**src/rtl/wdog_pkg.sv**
```systemverilog
/*
 Package for the watchdog and deep-sleep wake-up block: register map, field
 positions, reset values, timing constants, the carrier struct and the power-state enum.
 Assumes a single 250 MHz core clock and a plain strobe register port.
*/
package wdog_pkg;

	localparam int CNT_W = 24;
	localparam int GPIO_N = 8;
	localparam int ADDR_W = 4;
	localparam int DATA_W = 32;

	// Register offsets.
	localparam logic [3:0] OFF_CTRL = 4'h0;
	localparam logic [3:0] OFF_RELOAD = 4'h1;
	localparam logic [3:0] OFF_COUNT = 4'h2;
	localparam logic [3:0] OFF_STATUS = 4'h3;
	localparam logic [3:0] OFF_MASK = 4'h4;
	localparam logic [3:0] OFF_WAKE_EN = 4'h5;
	localparam logic [3:0] OFF_PORT_IN = 4'h6;

	// Control register fields.
	localparam int CTRL_ENABLE = 0;
	localparam int CTRL_TIMEOUT = 1;
	localparam int CTRL_SLEEP_WAKE = 2;

	// Status register fields.
	localparam int ST_TIMEOUT = 0;
	localparam int ST_WAKE = 1;
	localparam int ST_W = 2;

	// Reset values and limits.
	localparam logic [23:0] RELOAD_RST = 24'h00ffff;
	localparam logic [23:0] RELOAD_MIN = 24'h000004;
	localparam logic [23:0] CNT_MAX = 24'hffffff;

	// Glitch filter and recovery delay.
	localparam int CLK_PS = 4000;
	localparam int FILTER_PS = 10000;
	localparam int FILTER_CYC = (FILTER_PS + CLK_PS - 1) / CLK_PS;
	localparam int RECOVERY_NS = 400;
	localparam int RECOVERY_CYC = (RECOVERY_NS * 1000 + CLK_PS - 1) / CLK_PS;

	typedef struct packed {
		logic wr;
		logic rd;
		logic [3:0] addr;
		logic [31:0] wdata;
	} reg_req_t;

	typedef enum logic [1:0] {
		PWR_RUN = 2'b00,
		PWR_SLEEP = 2'b01,
		PWR_RECOVER = 2'b10
	} pwr_state_t;

endpackage

```
**src/rtl/wdog_wake.sv**
```systemverilog
/*
 Watchdog down-counter with deep-sleep wake-up on GPIO edges or interrupt-mode time-out.
 Assumes the CPU refresh instruction, debug state and sleep entry arrive as
 same-clock signals, and that GPIO pins and the watchdog oscillator tick
 are asynchronous and are synchronised here.
*/
// Behaviour
// - An enabled GPIO pin changing level in either direction starts deep-sleep recovery.
// - GPIO wake edges shorter than about 10 ns are filtered out.
// - A GPIO wake sets the sleep-wake flag in the control register.
// - Port input data is frozen in sleep, sampled only at recovery end.
// - First enable loads the counter from the reload register.
// - The counter decrements on each oscillator tick unless refreshed.
// - Each refresh reloads the counter and counting resumes from there.
// - Debug mode keeps the watchdog refreshed continuously.
// - Zero count signals time-out; option bit picks reset or interrupt.
// - Interrupt-mode time-out requests an interrupt and sets the time-out flag.
// - After interrupt time-out the counter rolls to all ones, no reload.
// - Interrupt time-out in sleep starts recovery; both flags then read one.
// - Reload ranges from 4 to 16,777,215 counts.
`timescale 1ns/10ps
module wdog_wake #(
	parameter int GPIO_N = wdog_pkg::GPIO_N,
	parameter int RECOVERY_CYC = wdog_pkg::RECOVERY_CYC
) (
	input wire logic core_clk,
	input wire logic rst_n,
	input wire logic clk_en,
	input wire wdog_pkg::reg_req_t reg_req,
	output logic [31:0] reg_rdata,
	input wire logic refresh_instr,
	input wire logic debug_mode,
	input wire logic sleep_req,
	input wire logic timeout_response_select,
	input wire logic wdt_osc_tick,
	input wire logic [GPIO_N-1:0] gpio_pin,
	output logic [GPIO_N-1:0] port_input_data,
	output logic in_sleep,
	output logic wdt_irq,
	output logic wdt_sys_reset,
	output logic irq
);

	typedef struct packed {
		logic [GPIO_N-1:0] gpio_s1;
		logic [GPIO_N-1:0] gpio_s2;
		logic [GPIO_N-1:0] gpio_filt;
		logic [GPIO_N-1:0] gpio_cand;
		logic [3:0] filt_cnt;
		logic tick_s1;
		logic tick_s2;
		logic tick_d;
		logic enable;
		logic [23:0] reload;
		logic [23:0] count;
		logic watchdog_timeout_flag;
		logic sleep_wake_flag;
		logic [1:0] status;
		logic [1:0] mask;
		logic [GPIO_N-1:0] wake_en;
		logic [GPIO_N-1:0] port_in;
		wdog_pkg::pwr_state_t pwr;
		logic [15:0] rec_cnt;
		logic irq_o;
		logic sleep_o;
		logic wdt_irq_o;
		logic rst_o;
		logic [31:0] rdata;
	} state_t;

	state_t st_r;
	state_t st_nxt;

	// Clamps a reload value to the legal lower bound.
	function automatic logic [23:0] clamp_reload(input logic [31:0] v);
		if (v[23:0] < wdog_pkg::RELOAD_MIN) begin
			return wdog_pkg::RELOAD_MIN;
		end
		return v[23:0];
	endfunction

	logic tick_edge;
	logic timeout;
	logic gpio_wake;
	logic [GPIO_N-1:0] filt_diff;
	logic wr_status;
	logic [1:0] ev;

	// Only the second synchroniser stage feeds logic; tick_d marks its rising edge.
	// A tick that stays high for many clocks therefore still counts a single step.
	assign tick_edge = st_r.tick_s2 & ~st_r.tick_d;
	// Time-out is taken on the step from one to zero, so the counter never rests at zero.
	// A refresh or a debug hold in the same cycle wins and no time-out is raised.
	assign timeout = st_r.enable && tick_edge && st_r.count == 24'h000001 && !refresh_instr
		&& !debug_mode;
	assign filt_diff = st_r.gpio_s2 ^ st_r.gpio_filt;
	assign gpio_wake = (st_r.pwr == wdog_pkg::PWR_SLEEP)
		&& |((st_r.gpio_cand ^ st_r.gpio_filt) & st_r.wake_en)
		&& st_r.filt_cnt == 4'(wdog_pkg::FILTER_CYC);
	assign wr_status = reg_req.wr && reg_req.addr == wdog_pkg::OFF_STATUS;
	assign ev = {gpio_wake, timeout && timeout_response_select};

	// Next-state logic for the whole block.
	always_comb begin
		st_nxt = st_r;
		st_nxt.gpio_s1 = gpio_pin;
		st_nxt.gpio_s2 = st_r.gpio_s1;
		st_nxt.tick_s1 = wdt_osc_tick;
		st_nxt.tick_s2 = st_r.tick_s1;
		st_nxt.tick_d = st_r.tick_s2;
		st_nxt.rst_o = 1'b0;
		st_nxt.rdata = 32'h0000_0000;

		// Pins must hold a new level for the filter time before it counts.
		// A pulse shorter than the filter resets the count and never reaches wake logic.
		// The cost is a fixed wake latency of a few clocks after the synchroniser.
		if (filt_diff == '0 || st_r.gpio_s2 != st_r.gpio_cand) begin
			st_nxt.filt_cnt = 4'h0;
			st_nxt.gpio_cand = st_r.gpio_s2;
		end else if (st_r.filt_cnt != 4'(wdog_pkg::FILTER_CYC)) begin
			st_nxt.filt_cnt = st_r.filt_cnt + 4'h1;
		end else begin
			st_nxt.gpio_filt = st_r.gpio_cand;
			st_nxt.filt_cnt = 4'h0;
		end

		// Counter: refresh and debug beat the tick so no spurious time-out.
		if (st_r.enable) begin
			if (refresh_instr || debug_mode) begin
				st_nxt.count = st_r.reload;
			end else if (timeout) begin
				st_nxt.count = wdog_pkg::CNT_MAX;
				st_nxt.watchdog_timeout_flag = timeout_response_select
					| st_r.watchdog_timeout_flag;
				st_nxt.rst_o = ~timeout_response_select;
			end else if (tick_edge) begin
				st_nxt.count = st_r.count - 24'h000001;
			end
		end

		// Power state: sleep, then a fixed recovery delay before running.
		unique case (st_r.pwr)
			wdog_pkg::PWR_RUN: begin
				if (sleep_req) begin
					st_nxt.pwr = wdog_pkg::PWR_SLEEP;
				end
			end
			wdog_pkg::PWR_SLEEP: begin
				if (gpio_wake || (timeout && timeout_response_select)) begin
					st_nxt.pwr = wdog_pkg::PWR_RECOVER;
					st_nxt.sleep_wake_flag = 1'b1;
					st_nxt.rec_cnt = 16'h0000;
				end
			end
			wdog_pkg::PWR_RECOVER: begin
				if (st_r.rec_cnt == 16'(RECOVERY_CYC - 1)) begin
					st_nxt.pwr = wdog_pkg::PWR_RUN;
					st_nxt.port_in = st_r.gpio_s2;
				end else begin
					st_nxt.rec_cnt = st_r.rec_cnt + 16'h0001;
				end
			end
			default: st_nxt.pwr = wdog_pkg::PWR_RUN;
		endcase
		if (st_r.pwr == wdog_pkg::PWR_RUN) begin
			st_nxt.port_in = st_r.gpio_s2;
		end

		// Register writes; hardware events win over write-one-to-clear.
		// Software that clears a flag in the cycle of a new event must not lose the event.
		if (reg_req.wr) begin
			unique case (reg_req.addr)
				wdog_pkg::OFF_CTRL: begin
					if (reg_req.wdata[wdog_pkg::CTRL_ENABLE] && !st_r.enable) begin
						st_nxt.count = st_r.reload;
					end
					st_nxt.enable = reg_req.wdata[wdog_pkg::CTRL_ENABLE];
					if (reg_req.wdata[wdog_pkg::CTRL_TIMEOUT] && !timeout) begin
						st_nxt.watchdog_timeout_flag = 1'b0;
					end
					if (reg_req.wdata[wdog_pkg::CTRL_SLEEP_WAKE]
						&& st_nxt.pwr != wdog_pkg::PWR_RECOVER) begin
						st_nxt.sleep_wake_flag = 1'b0;
					end
				end
				wdog_pkg::OFF_RELOAD: st_nxt.reload = clamp_reload(reg_req.wdata);
				wdog_pkg::OFF_MASK: st_nxt.mask = reg_req.wdata[1:0];
				wdog_pkg::OFF_WAKE_EN: st_nxt.wake_en = reg_req.wdata[GPIO_N-1:0];
				default: ;
			endcase
		end
		st_nxt.status = (st_r.status & ~(wr_status ? reg_req.wdata[1:0] : 2'b00)) | ev;

		// Read data, one cycle after the strobe.
		if (reg_req.rd) begin
			unique case (reg_req.addr)
				wdog_pkg::OFF_CTRL: st_nxt.rdata = {29'h0, st_r.sleep_wake_flag,
					st_r.watchdog_timeout_flag, st_r.enable};
				wdog_pkg::OFF_RELOAD: st_nxt.rdata = {8'h00, st_r.reload};
				wdog_pkg::OFF_COUNT: st_nxt.rdata = {8'h00, st_r.count};
				wdog_pkg::OFF_STATUS: st_nxt.rdata = {30'h0, st_r.status};
				wdog_pkg::OFF_MASK: st_nxt.rdata = {30'h0, st_r.mask};
				wdog_pkg::OFF_WAKE_EN: st_nxt.rdata = 32'(st_r.wake_en);
				wdog_pkg::OFF_PORT_IN: st_nxt.rdata = 32'(st_r.port_in);
				default: st_nxt.rdata = 32'h0000_0000;
			endcase
		end

		st_nxt.wdt_irq_o = timeout && timeout_response_select;
		st_nxt.irq_o = |(st_nxt.status & st_nxt.mask);
		// The sleep output is registered so that the pin comes straight from a flop.
		st_nxt.sleep_o = st_nxt.pwr != wdog_pkg::PWR_RUN;
	end

	// State register with synchronous reset and clock enable.
	always_ff @(posedge core_clk) begin
		if (!rst_n) begin
			st_r <= '0;
			st_r.reload <= wdog_pkg::RELOAD_RST;
			st_r.count <= wdog_pkg::RELOAD_RST;
		end else if (clk_en) begin
			st_r <= st_nxt;
		end
	end

	assign reg_rdata = st_r.rdata;
	assign port_input_data = st_r.port_in;
	assign in_sleep = st_r.sleep_o;
	assign wdt_irq = st_r.wdt_irq_o;
	assign wdt_sys_reset = st_r.rst_o;
	assign irq = st_r.irq_o;

	// Refresh reloads the counter on the next enabled edge.
	a_refresh_reload: assert property (@(posedge core_clk) disable iff (!rst_n)
		clk_en && st_r.enable && refresh_instr && !reg_req.wr |=> st_r.count == $past(st_r.reload))
		else $error("refresh did not reload counter");

	// Debug holds the counter at the reload value and no response leaves the block.
	a_debug_hold: assert property (@(posedge core_clk) disable iff (!rst_n)
		clk_en && st_r.enable && debug_mode && !reg_req.wr
		|=> st_r.count == $past(st_r.reload) && !wdt_irq && !wdt_sys_reset)
		else $error("counter not held in debug");

	// An interrupt time-out rolls to all ones rather than reloading.
	a_int_rollover: assert property (@(posedge core_clk) disable iff (!rst_n)
		clk_en && timeout && timeout_response_select |=> st_r.count == 24'hffffff && wdt_irq)
		else $error("no roll-over after interrupt time-out");

	// The option bit low turns a time-out into a reset pulse only.
	a_reset_mode: assert property (@(posedge core_clk) disable iff (!rst_n)
		clk_en && timeout && !timeout_response_select |=> wdt_sys_reset && !wdt_irq)
		else $error("reset response missing");

	// The time-out flag follows an interrupt time-out even against a clear.
	a_int_flag: assert property (@(posedge core_clk) disable iff (!rst_n)
		clk_en && timeout && timeout_response_select |=> st_r.watchdog_timeout_flag)
		else $error("time-out flag not set");

	// An interrupt time-out in sleep starts recovery and marks the wake.
	a_sleep_flags: assert property (@(posedge core_clk) disable iff (!rst_n)
		clk_en && timeout && timeout_response_select && st_r.pwr == wdog_pkg::PWR_SLEEP
		|=> st_r.sleep_wake_flag && st_r.pwr == wdog_pkg::PWR_RECOVER)
		else $error("sleep time-out did not wake");

	// A pin wake sets the sleep-wake flag while still inside recovery.
	a_gpio_wake: assert property (@(posedge core_clk) disable iff (!rst_n)
		clk_en && gpio_wake |=> st_r.sleep_wake_flag && in_sleep)
		else $error("gpio wake lost");

	// Port data may not move while the block sleeps.
	a_port_frozen: assert property (@(posedge core_clk) disable iff (!rst_n)
		st_r.pwr == wdog_pkg::PWR_SLEEP |=> $stable(port_input_data))
		else $error("port data changed in sleep");

	// The clamp keeps the reload at or above the legal minimum.
	a_reload_min: assert property (@(posedge core_clk) disable iff (!rst_n)
		st_r.reload >= 24'h000004)
		else $error("reload below minimum");

	// Turning the watchdog on loads the counter from the reload register.
	a_enable_load: assert property (@(posedge core_clk) disable iff (!rst_n)
		clk_en && reg_req.wr && reg_req.addr == wdog_pkg::OFF_CTRL
		&& reg_req.wdata[wdog_pkg::CTRL_ENABLE] && !st_r.enable
		|=> st_r.count == $past(st_r.reload))
		else $error("enable did not load counter");

	// One tick edge moves the counter down by exactly one.
	a_tick_step: assert property (@(posedge core_clk) disable iff (!rst_n)
		clk_en && st_r.enable && tick_edge && !timeout && !refresh_instr && !debug_mode
		&& !reg_req.wr |=> st_r.count == $past(st_r.count) - 24'h000001)
		else $error("counter did not step on tick");

	// Without a tick, refresh, debug or write the counter stands still.
	a_count_still: assert property (@(posedge core_clk) disable iff (!rst_n)
		clk_en && !tick_edge && !refresh_instr && !debug_mode && !reg_req.wr
		|=> $stable(st_r.count))
		else $error("counter moved without a tick");

	// A low clock enable freezes every bit of state.
	a_freeze: assert property (@(posedge core_clk) disable iff (!rst_n)
		!clk_en |=> $stable(st_r))
		else $error("state moved with clock enable low");

	// A filtered pin change takes the block into recovery.
	a_pin_recover: assert property (@(posedge core_clk) disable iff (!rst_n)
		clk_en && gpio_wake |=> st_r.pwr == wdog_pkg::PWR_RECOVER)
		else $error("pin wake did not start recovery");

	// With no pin enabled and no time-out the block stays asleep.
	a_no_source: assert property (@(posedge core_clk) disable iff (!rst_n)
		clk_en && st_r.pwr == wdog_pkg::PWR_SLEEP && st_r.wake_en == '0 && !timeout
		|=> st_r.pwr == wdog_pkg::PWR_SLEEP)
		else $error("wake without a source");

	// A pin wake needs the candidate level held over the preceding clocks.
	a_filter_held: assert property (@(posedge core_clk) disable iff (!rst_n)
		clk_en && gpio_wake |-> $past(st_r.gpio_s2, 1) == st_r.gpio_cand
		&& $past(st_r.gpio_s2, 2) == st_r.gpio_cand)
		else $error("short pulse passed the filter");

	// Port data are captured from the pins at the end of recovery.
	a_recover_end: assert property (@(posedge core_clk) disable iff (!rst_n)
		clk_en && st_r.pwr == wdog_pkg::PWR_RECOVER && st_r.rec_cnt == 16'(RECOVERY_CYC - 1)
		|=> st_r.pwr == wdog_pkg::PWR_RUN && port_input_data == $past(st_r.gpio_s2))
		else $error("port data not captured at recovery end");

	// In run the port data follow the synchronised pins.
	a_run_follow: assert property (@(posedge core_clk) disable iff (!rst_n)
		clk_en && st_r.pwr == wdog_pkg::PWR_RUN |=> port_input_data == $past(st_r.gpio_s2))
		else $error("port data not following pins");

	// The interrupt line mirrors the unmasked status bits.
	a_irq_level: assert property (@(posedge core_clk) disable iff (!rst_n)
		clk_en |=> irq == |(st_r.status & st_r.mask))
		else $error("interrupt line disagrees with status");

	// The sleep output tracks the power state.
	a_sleep_out: assert property (@(posedge core_clk) disable iff (!rst_n)
		clk_en |=> in_sleep == (st_r.pwr != wdog_pkg::PWR_RUN))
		else $error("sleep output disagrees with state");

	// The reset request is a single clock pulse.
	a_reset_pulse: assert property (@(posedge core_clk) disable iff (!rst_n)
		clk_en && wdt_sys_reset |=> !wdt_sys_reset)
		else $error("reset request longer than one clock");

endmodule

```
**config.mk**
```make
export PLATFORM = sky130hd
export DESIGN_NAME = wdog_wake
export DESIGN_NICKNAME = d
export VERILOG_FILES = /design/src/rtl/wdog_pkg.sv /design/src/rtl/wdog_wake.sv
export SDC_FILE = /design/constraint.sdc
export NUM_CORES = 1
export LEC_CHECK = 0
export BUFFER_PORTS_ARGS = -buffer_cell sky130_fd_sc_hd__buf_2
export CORE_MARGIN = 10
export CORE_UTILIZATION = 50
export CTS_CLUSTER_SIZE = 40
export DETAILED_ROUTE_END_ITERATION = 10
export PLACE_DENSITY = 0.73
export SLEW_MARGIN = 10
export SYNTH_ARGS = -nofsm -noshare
export SYNTH_HDL_FRONTEND = slang
export SYNTH_SLANG_ARGS = --single-unit
export TNS_END_PERCENT = 20
```
**constraint.sdc**
```tcl
create_clock -name core_clk -period 2.8 [get_ports core_clk]
set_clock_uncertainty 0.2 [all_clocks]
set_input_delay 0.56 -clock core_clk [delete_from_list [all_inputs] [get_ports core_clk]]
set_output_delay 0.56 -clock core_clk [all_outputs]
set_load 0.05 [all_outputs]
```
# --- Yosys cells after proc, flatten, opt, wreduce, memory -nomap -nowiden ---
# Index checks and enable logic that the tools add are counted.
totals:
  ff_bits: 164
  latchBits: 0
  ram_bits: 0
  rom_bits: 0
  output_inout_bits: 44
  wordCells: 128
  memories: 0
classes:
  addsub: 3
  n_mul: 0
  div_mod_pow: 0
  n_lt_le_gt_ge: 1
  n_eq_ne: 16
  shifts: 0
  muxes: 37
  n_bitwise: 13
  reduce_logical: 34
ops:
  columns: ["op", "count"]
  rows:
  - ["24-bit two-way mux", 7]
  - ["24-bit one-hot mux with 7 select lines", 1]
  - ["26-bit two-way mux", 2]
  - ["16-bit one-hot mux with 2 select lines", 1]
  - ["25-bit two-way mux", 1]
  - ["24-bit by 1-bit == test with 1-bit output (second input constant)", 1]
  - ["24-bit by 3-bit < comparator with 1-bit output (second input constant)", 1]
  - ["8-bit two-way mux", 3]
  - ["24-bit by 1-bit subtractor with 24-bit output (second input constant)", 1]
  - ["10-bit two-way mux", 2]
  - ["18-bit two-way mux", 1]
  - ["16-bit by 1-bit adder with 16-bit output (second input constant)", 1]
  - ["16-bit by 7-bit == test with 1-bit output (second input constant)", 1]
  - ["16-bit two-way mux", 1]
  - ["8-bit bitwise XOR", 2]
  - ["3-bit AND reduction", 5]
  - ["4-bit by 2-bit == test with 1-bit output (second input constant)", 3]
  - ["4-bit by 3-bit == test with 1-bit output (second input constant)", 3]
  - ["1-bit two-way mux", 12]
  - ["1-bit logical AND", 11]
  - ["8-bit AND", 1]
  - ["8-bit logical NOT", 1]
  - ["4-bit two-way mux", 2]
  - ["8-bit != test", 1]
  - ["other kinds (24)", 39]

# --- Longest topological paths before layout ---
depth:
  word_depth: 15
  mapped_depth: 10
  depth_no_buf: 9

# --- Worst setup path before layout ---
# No wires, ideal clock.
synth_timing:
  path_type: "register to register"
  startpoint: "register st_r[82] in the netlist's numbering"
  endpoint: "register st_r[74] in the netlist's numbering"
  setup_time_ns: 0.074
  t_arrival_ns: 2.642
  required_time_ns: 2.526
  slack_ns: -0.116
  stages_incl_launch_ff: 9
  n_path_buf: 1
  synth_period_minus_slack_ns: 2.916
  cell_sequence: "dfxtp_1 > buf_4 > or4_4 > or4_4 > nor4_4 > o21ba_1 > a211o_1 > a221o_1 > a31oi_1"
synth_between:
  elab_chain_len: 13
synth_lines:
  columns: ["item", "line_no", "text"]
  rows:
  - ["start: declaration", "wdog_wake.sv:71", "state_t st_r;"]
  - ["start signal: assignment", "wdog_wake.sv:222", "st_r <= st_nxt;"]
  - ["24-bit by 1-bit == test with 1-bit output *", "wdog_wake.sv:94", "assign timeout = st_r.enable && tick_edge && st_r.count == 24'h000001 && !refresh_instr"]
  - ["1-bit logical AND * (2 in series)", "wdog_wake.sv:94", null]
  - ["1-bit logical AND *", "wdog_wake.sv:95", "&& !debug_mode;"]
  - ["1-bit logical AND *", "wdog_wake.sv:149", "if (gpio_wake || (timeout && timeout_response_select)) begin"]
  - ["1-bit logical OR *", "wdog_wake.sv:149", null]
  - ["18-bit two-way mux", "wdog_wake.sv:149", null]
  - ["2-bit one-hot mux with 3 select lines", "wdog_wake.sv:142", "unique case (st_r.pwr)"]
  - ["2-bit != test", "wdog_wake.sv:182", "&& st_nxt.pwr != wdog_pkg::PWR_RECOVER) begin"]
  - ["1-bit logical AND", "wdog_wake.sv:182", null]
  - ["1-bit two-way mux", "wdog_wake.sv:181", "if (reg_req.wdata[wdog_pkg::CTRL_SLEEP_WAKE]"]
  - ["26-bit two-way mux", "wdog_wake.sv:172", "unique case (reg_req.addr)"]
  - ["26-bit two-way mux *", "wdog_wake.sv:171", "if (reg_req.wr) begin"]
# Every way passes the cells marked *; elsewhere a longest branch is shown, timed or not. The select of a mux whose other input is x is not followed.
# A chain may end at the register's enable or synchronous reset.

# --- Final worst setup path ---
layout_timing:
  startpoint: "register st_r[80] in the netlist's numbering"
  endpoint: "register st_r[74] in the netlist's numbering"
# Same word-level chain as after synthesis.

==> results_dict.tcl <==
set metrics [dict create \
    status "finished, violations left" \
    violations "setup timing" \
    ys_seq_area_share_pct 38.1 \
    design_area_sq_mm 0.00960 \
    p_seq_share_pct 44.5 \
    cap_violations 0 \
    drive_gt1_share_pct 18.8 \
    rsz0062_at_grt "yes" \
    clk_latency_ns 0.43 \
    peakVddDrop_v 0.000414 \
    syn_area_per_cell_sq_um 7.97 \
    synthCells 1028 \
    core_sq_mm 0.0160 \
    worstSetupPathType "reg -> reg" \
    crit_slowest_cell "or4_4" \
    placed_area_sq_mm 0.00893 \
    die_x_um 148 \
    drt-total-wl_mm 24.1 \
    drc 0 \
    viasPerCell 5.89 \
    fillers 1474 \
    grt_pass1_vias 7384 \
    start_kind "register" \
    min_period_ns 2.93 \
    dp_cells 1300 \
    grt_usage_pct 21.6 \
    synth.top_cell.area_share_pct 38.1 \
    post-place-ws_ns -0.183 \
    powerDensity_mw_per_mm2 534 \
    wl_per_cell_um 18.1 \
    crit_start "st_r[80]" \
    r2r_cells 8 \
    power_frac_comb_pct 8.7 \
    cp_max_fo 3 \
    hold_viol_final 0 \
    path_common_cell "or4_4" \
    area_growth_pct 17.1 \
    finalCritPeriodShare_pct 105 \
    crit_required_ns 2.97 \
    pin_count 98 \
    diodes 0 \
    maxSlewHeadroom_pct 53.0 \
    place.gp.congestion 0.959 \
    holdBufCountCts 0 \
    setup_slack_ns -0.132 \
    synth_edf_count 0 \
    fp.dieH_um 148 \
    grt_max_degree 45 \
    dr.pass1.iters 6 \
    synth_cell_types 71 \
    cts.sinks 156 \
    synth_area_leaders "dfxtp_1 (38%), nor2_1 (7.5%), mux2i_1 (6.7%)" \
    total_power_uw 5130 \
    numCtsBuffers 17 \
    ff2ff_setup_slack_ns -0.13 \
    fin_cells 1332 \
    dieArea_sq_mm 0.0219 \
    portBuffers 81 \
    syn_area_sq_mm 0.00820 \
    cts_tree "built" \
    grt_pass1_wl_mm 38.4 \
    tightest_slew_ns 0.703 \
    initial_utilization_pct 51.2 \
    slew_viol_final 0 \
    worst_path_largest_cell_delay_ns 0.57 \
    yosys_warnings 0 \
    fmax_ghz 0.341 \
    clk_pin_slew_ns 0.07 \
    rows 46 \
    yosysTopAreaCell "dfxtp_1" \
    endpoint "st_r[74]" \
    setup_viol 15 \
    clockBufferDepth 2 \
    htree_levels 4 \
    p_sw_uw 1280 \
    internal_power_uw 3850 \
    ant_nets 0 \
    gr-total-overflow 0 \
    p_leak_uw 0.00392 \
    critPathCaptureType "register" \
    vias 7851 \
    cts_root_buf "clkbuf_16" \
    clkPwrFrac_pct 46.9 \
    switching_share_pct 25.0 \
    synth_top_flop_cell "dfxtp_1" \
    cp_data_arrival_time_ns 3.10 \
    dpl.hpwl_mm 17.1 \
    holdCritPathClass "in -> reg" \
    drtIter0Drc 759 \
    synth_seq_cells 156 \
    worstReg2RegEnd "st_r[74]" \
    num-nets-final 1165 \
    synthArstFlopShare_pct 0 \
    crit_chain "or4_4 -> or4_4 -> buf_4 -> nor4_4 -> o21ba_4 -> a211o_1 -> a221o_1 -> a31oi_1" \
    r2r_start "st_r[80]" \
    antenna_found_initial 3 \
]
per-layer routing:
layer	track usage (%)	wire, um
met1	25.8	10200
met2	35.4	11500
met3	7.02	1720
met4	7.68	592
met5	0	34
logic make-up (layout without fill, tap and decap cells):
logic type | count (synthesis) | in the layout | share of synthesized area [%]
AO/OA/AOI/OAI | 248 | 248 | 19.5
AND/OR/NAND/NOR | 402 | 402 | 22.9
buffers and inverters | 120 | 201 | 7.51
XOR/XNOR | 38 | 38 | 4.06
flip-flops | 156 | 156 | 38.1
multiplexers | 55 | 55 | 6.72
adder cells (fa/ha/maj) | 8 | 8 | 1.22
other | 1 | 8 | 0.0458
Yosys cell counts (all sizes together), types with 9 or more instances:
cell type and number:
a221o 9, inv 13, xor2 20, nand3 35
nor3 18, nor2 164, o22ai 10, nand2 93
a22oi 24, nand4 9, o21ai 41, a31oi 9
dfxtp 156, xnor2 18, nor4 17, o221ai 10
mux2i 55, a21oi 92, clkbuf 57, and3 15
or3 9, buf 48
final cells by class:
class,instances,area (sq um),share of cell area [%]
Multi-Input combinational cell,759,4560,47.5
Timing Repair Buffer,154,982,10.2
Sequential cell,156,3120,32.5
Clock inverter,11,158,1.64
Clock buffer,21,450,4.69
Tap cell,216,270,2.82
Inverter,15,57.6,0.600
worst max-delay path: cells and delay by family (launching register included):
kind | cells | cell delay [ns]
simple gates | 3 | 1.29
flops | 1 | 0.31
compound gates | 4 | 0.89
buf+inv | 1 | 0.17
placed cells by master (no fill, tap or decap), types with 5 or more instances in the layout:
master | Yosys | final
a211oi_1 | 8 | 8
a21oi_1 | 92 | 91
a221o_1 | 9 | 9
a222oi_1 | 5 | 5
a22o_1 | 5 | 5
a22oi_1 | 24 | 24
a31oi_1 | 9 | 9
and3_1 | 15 | 14
buf_2 | 3 | 81
buf_4 | 41 | 70
clkbuf_16 | 0 | 17
conb_1 | 1 | 8
dfxtp_1 | 156 | 156
ha_1 | 8 | 8
inv_1 | 13 | 12
mux2i_1 | 55 | 55
nand2_1 | 93 | 93
nand3_1 | 35 | 35
nand3b_1 | 5 | 5
nand4_1 | 9 | 9
nor2_1 | 163 | 163
nor2b_1 | 7 | 7
nor3_1 | 18 | 14
nor4_1 | 16 | 16
o21ai_0 | 39 | 39
o221ai_1 | 10 | 10
o22ai_1 | 10 | 10
or3_1 | 9 | 9
xnor2_1 | 18 | 18
xor2_1 | 20 | 20
repair_timing:
| action | in CTS | in global routing |
|---|---|---|
| resized for setup | 10 | 3 |
| pin swaps | 0 | 1 |
| buffers inserted | 0 | 0 |
| cloned | 0 | 0 |
| setup endpoints to repair | 19 | 23 |
sequential cells by signal (all words and copies together) (netlist names):
name / flops
reg_rdata: 24
in_sleep: 1
st_nxt: 10
port_input_data: 8
irq: 1
wdt_sys_reset: 1
st_r: 110
wdt_irq: 1
power by group through the flow:
stage          logic [uW]  clock network [uW]  registers [uW]
6_report              445                2400            2280
5_1_grt               480                2540            2280
4_1_cts               441                2440            2280
3_5_place_dp          436                   0            2330
3_3_place_gp          431                   0            2330
2_1_floorplan         292                   0            2330
worst min path at each step:
stage / startpoint / slack, ns / end / depth (start not counted)
floorplan: st_r[120] / 0.25 / st_r[120] / 2
global placement: reg_rdata[1] / 0.25 / reg_rdata[1] / 2
detailed placement: wdt_irq / 0.26 / wdt_irq / 2
CTS: gpio_pin[6] / 0.15 / st_nxt[154] / 3
global route: reg_req[21] / 0.16 / st_r[121] / 3
finish: wdt_osc_tick / 0.16 / st_nxt[126] / 3
through the flow:
step,setup TNS (ns),util [%],hold WS (ns)
2_1_floorplan,-0.0483,-,0.245
3_3_place_gp,-1.91,55.8,0.252
3_5_place_dp,-2.23,55.8,0.256
4_1_cts,-0.311,59.9,0.152
5_1_grt,-2.20,60.0,0.164
6_report,-0.696,60.0,0.159
(Power assumes the default switching activity.)
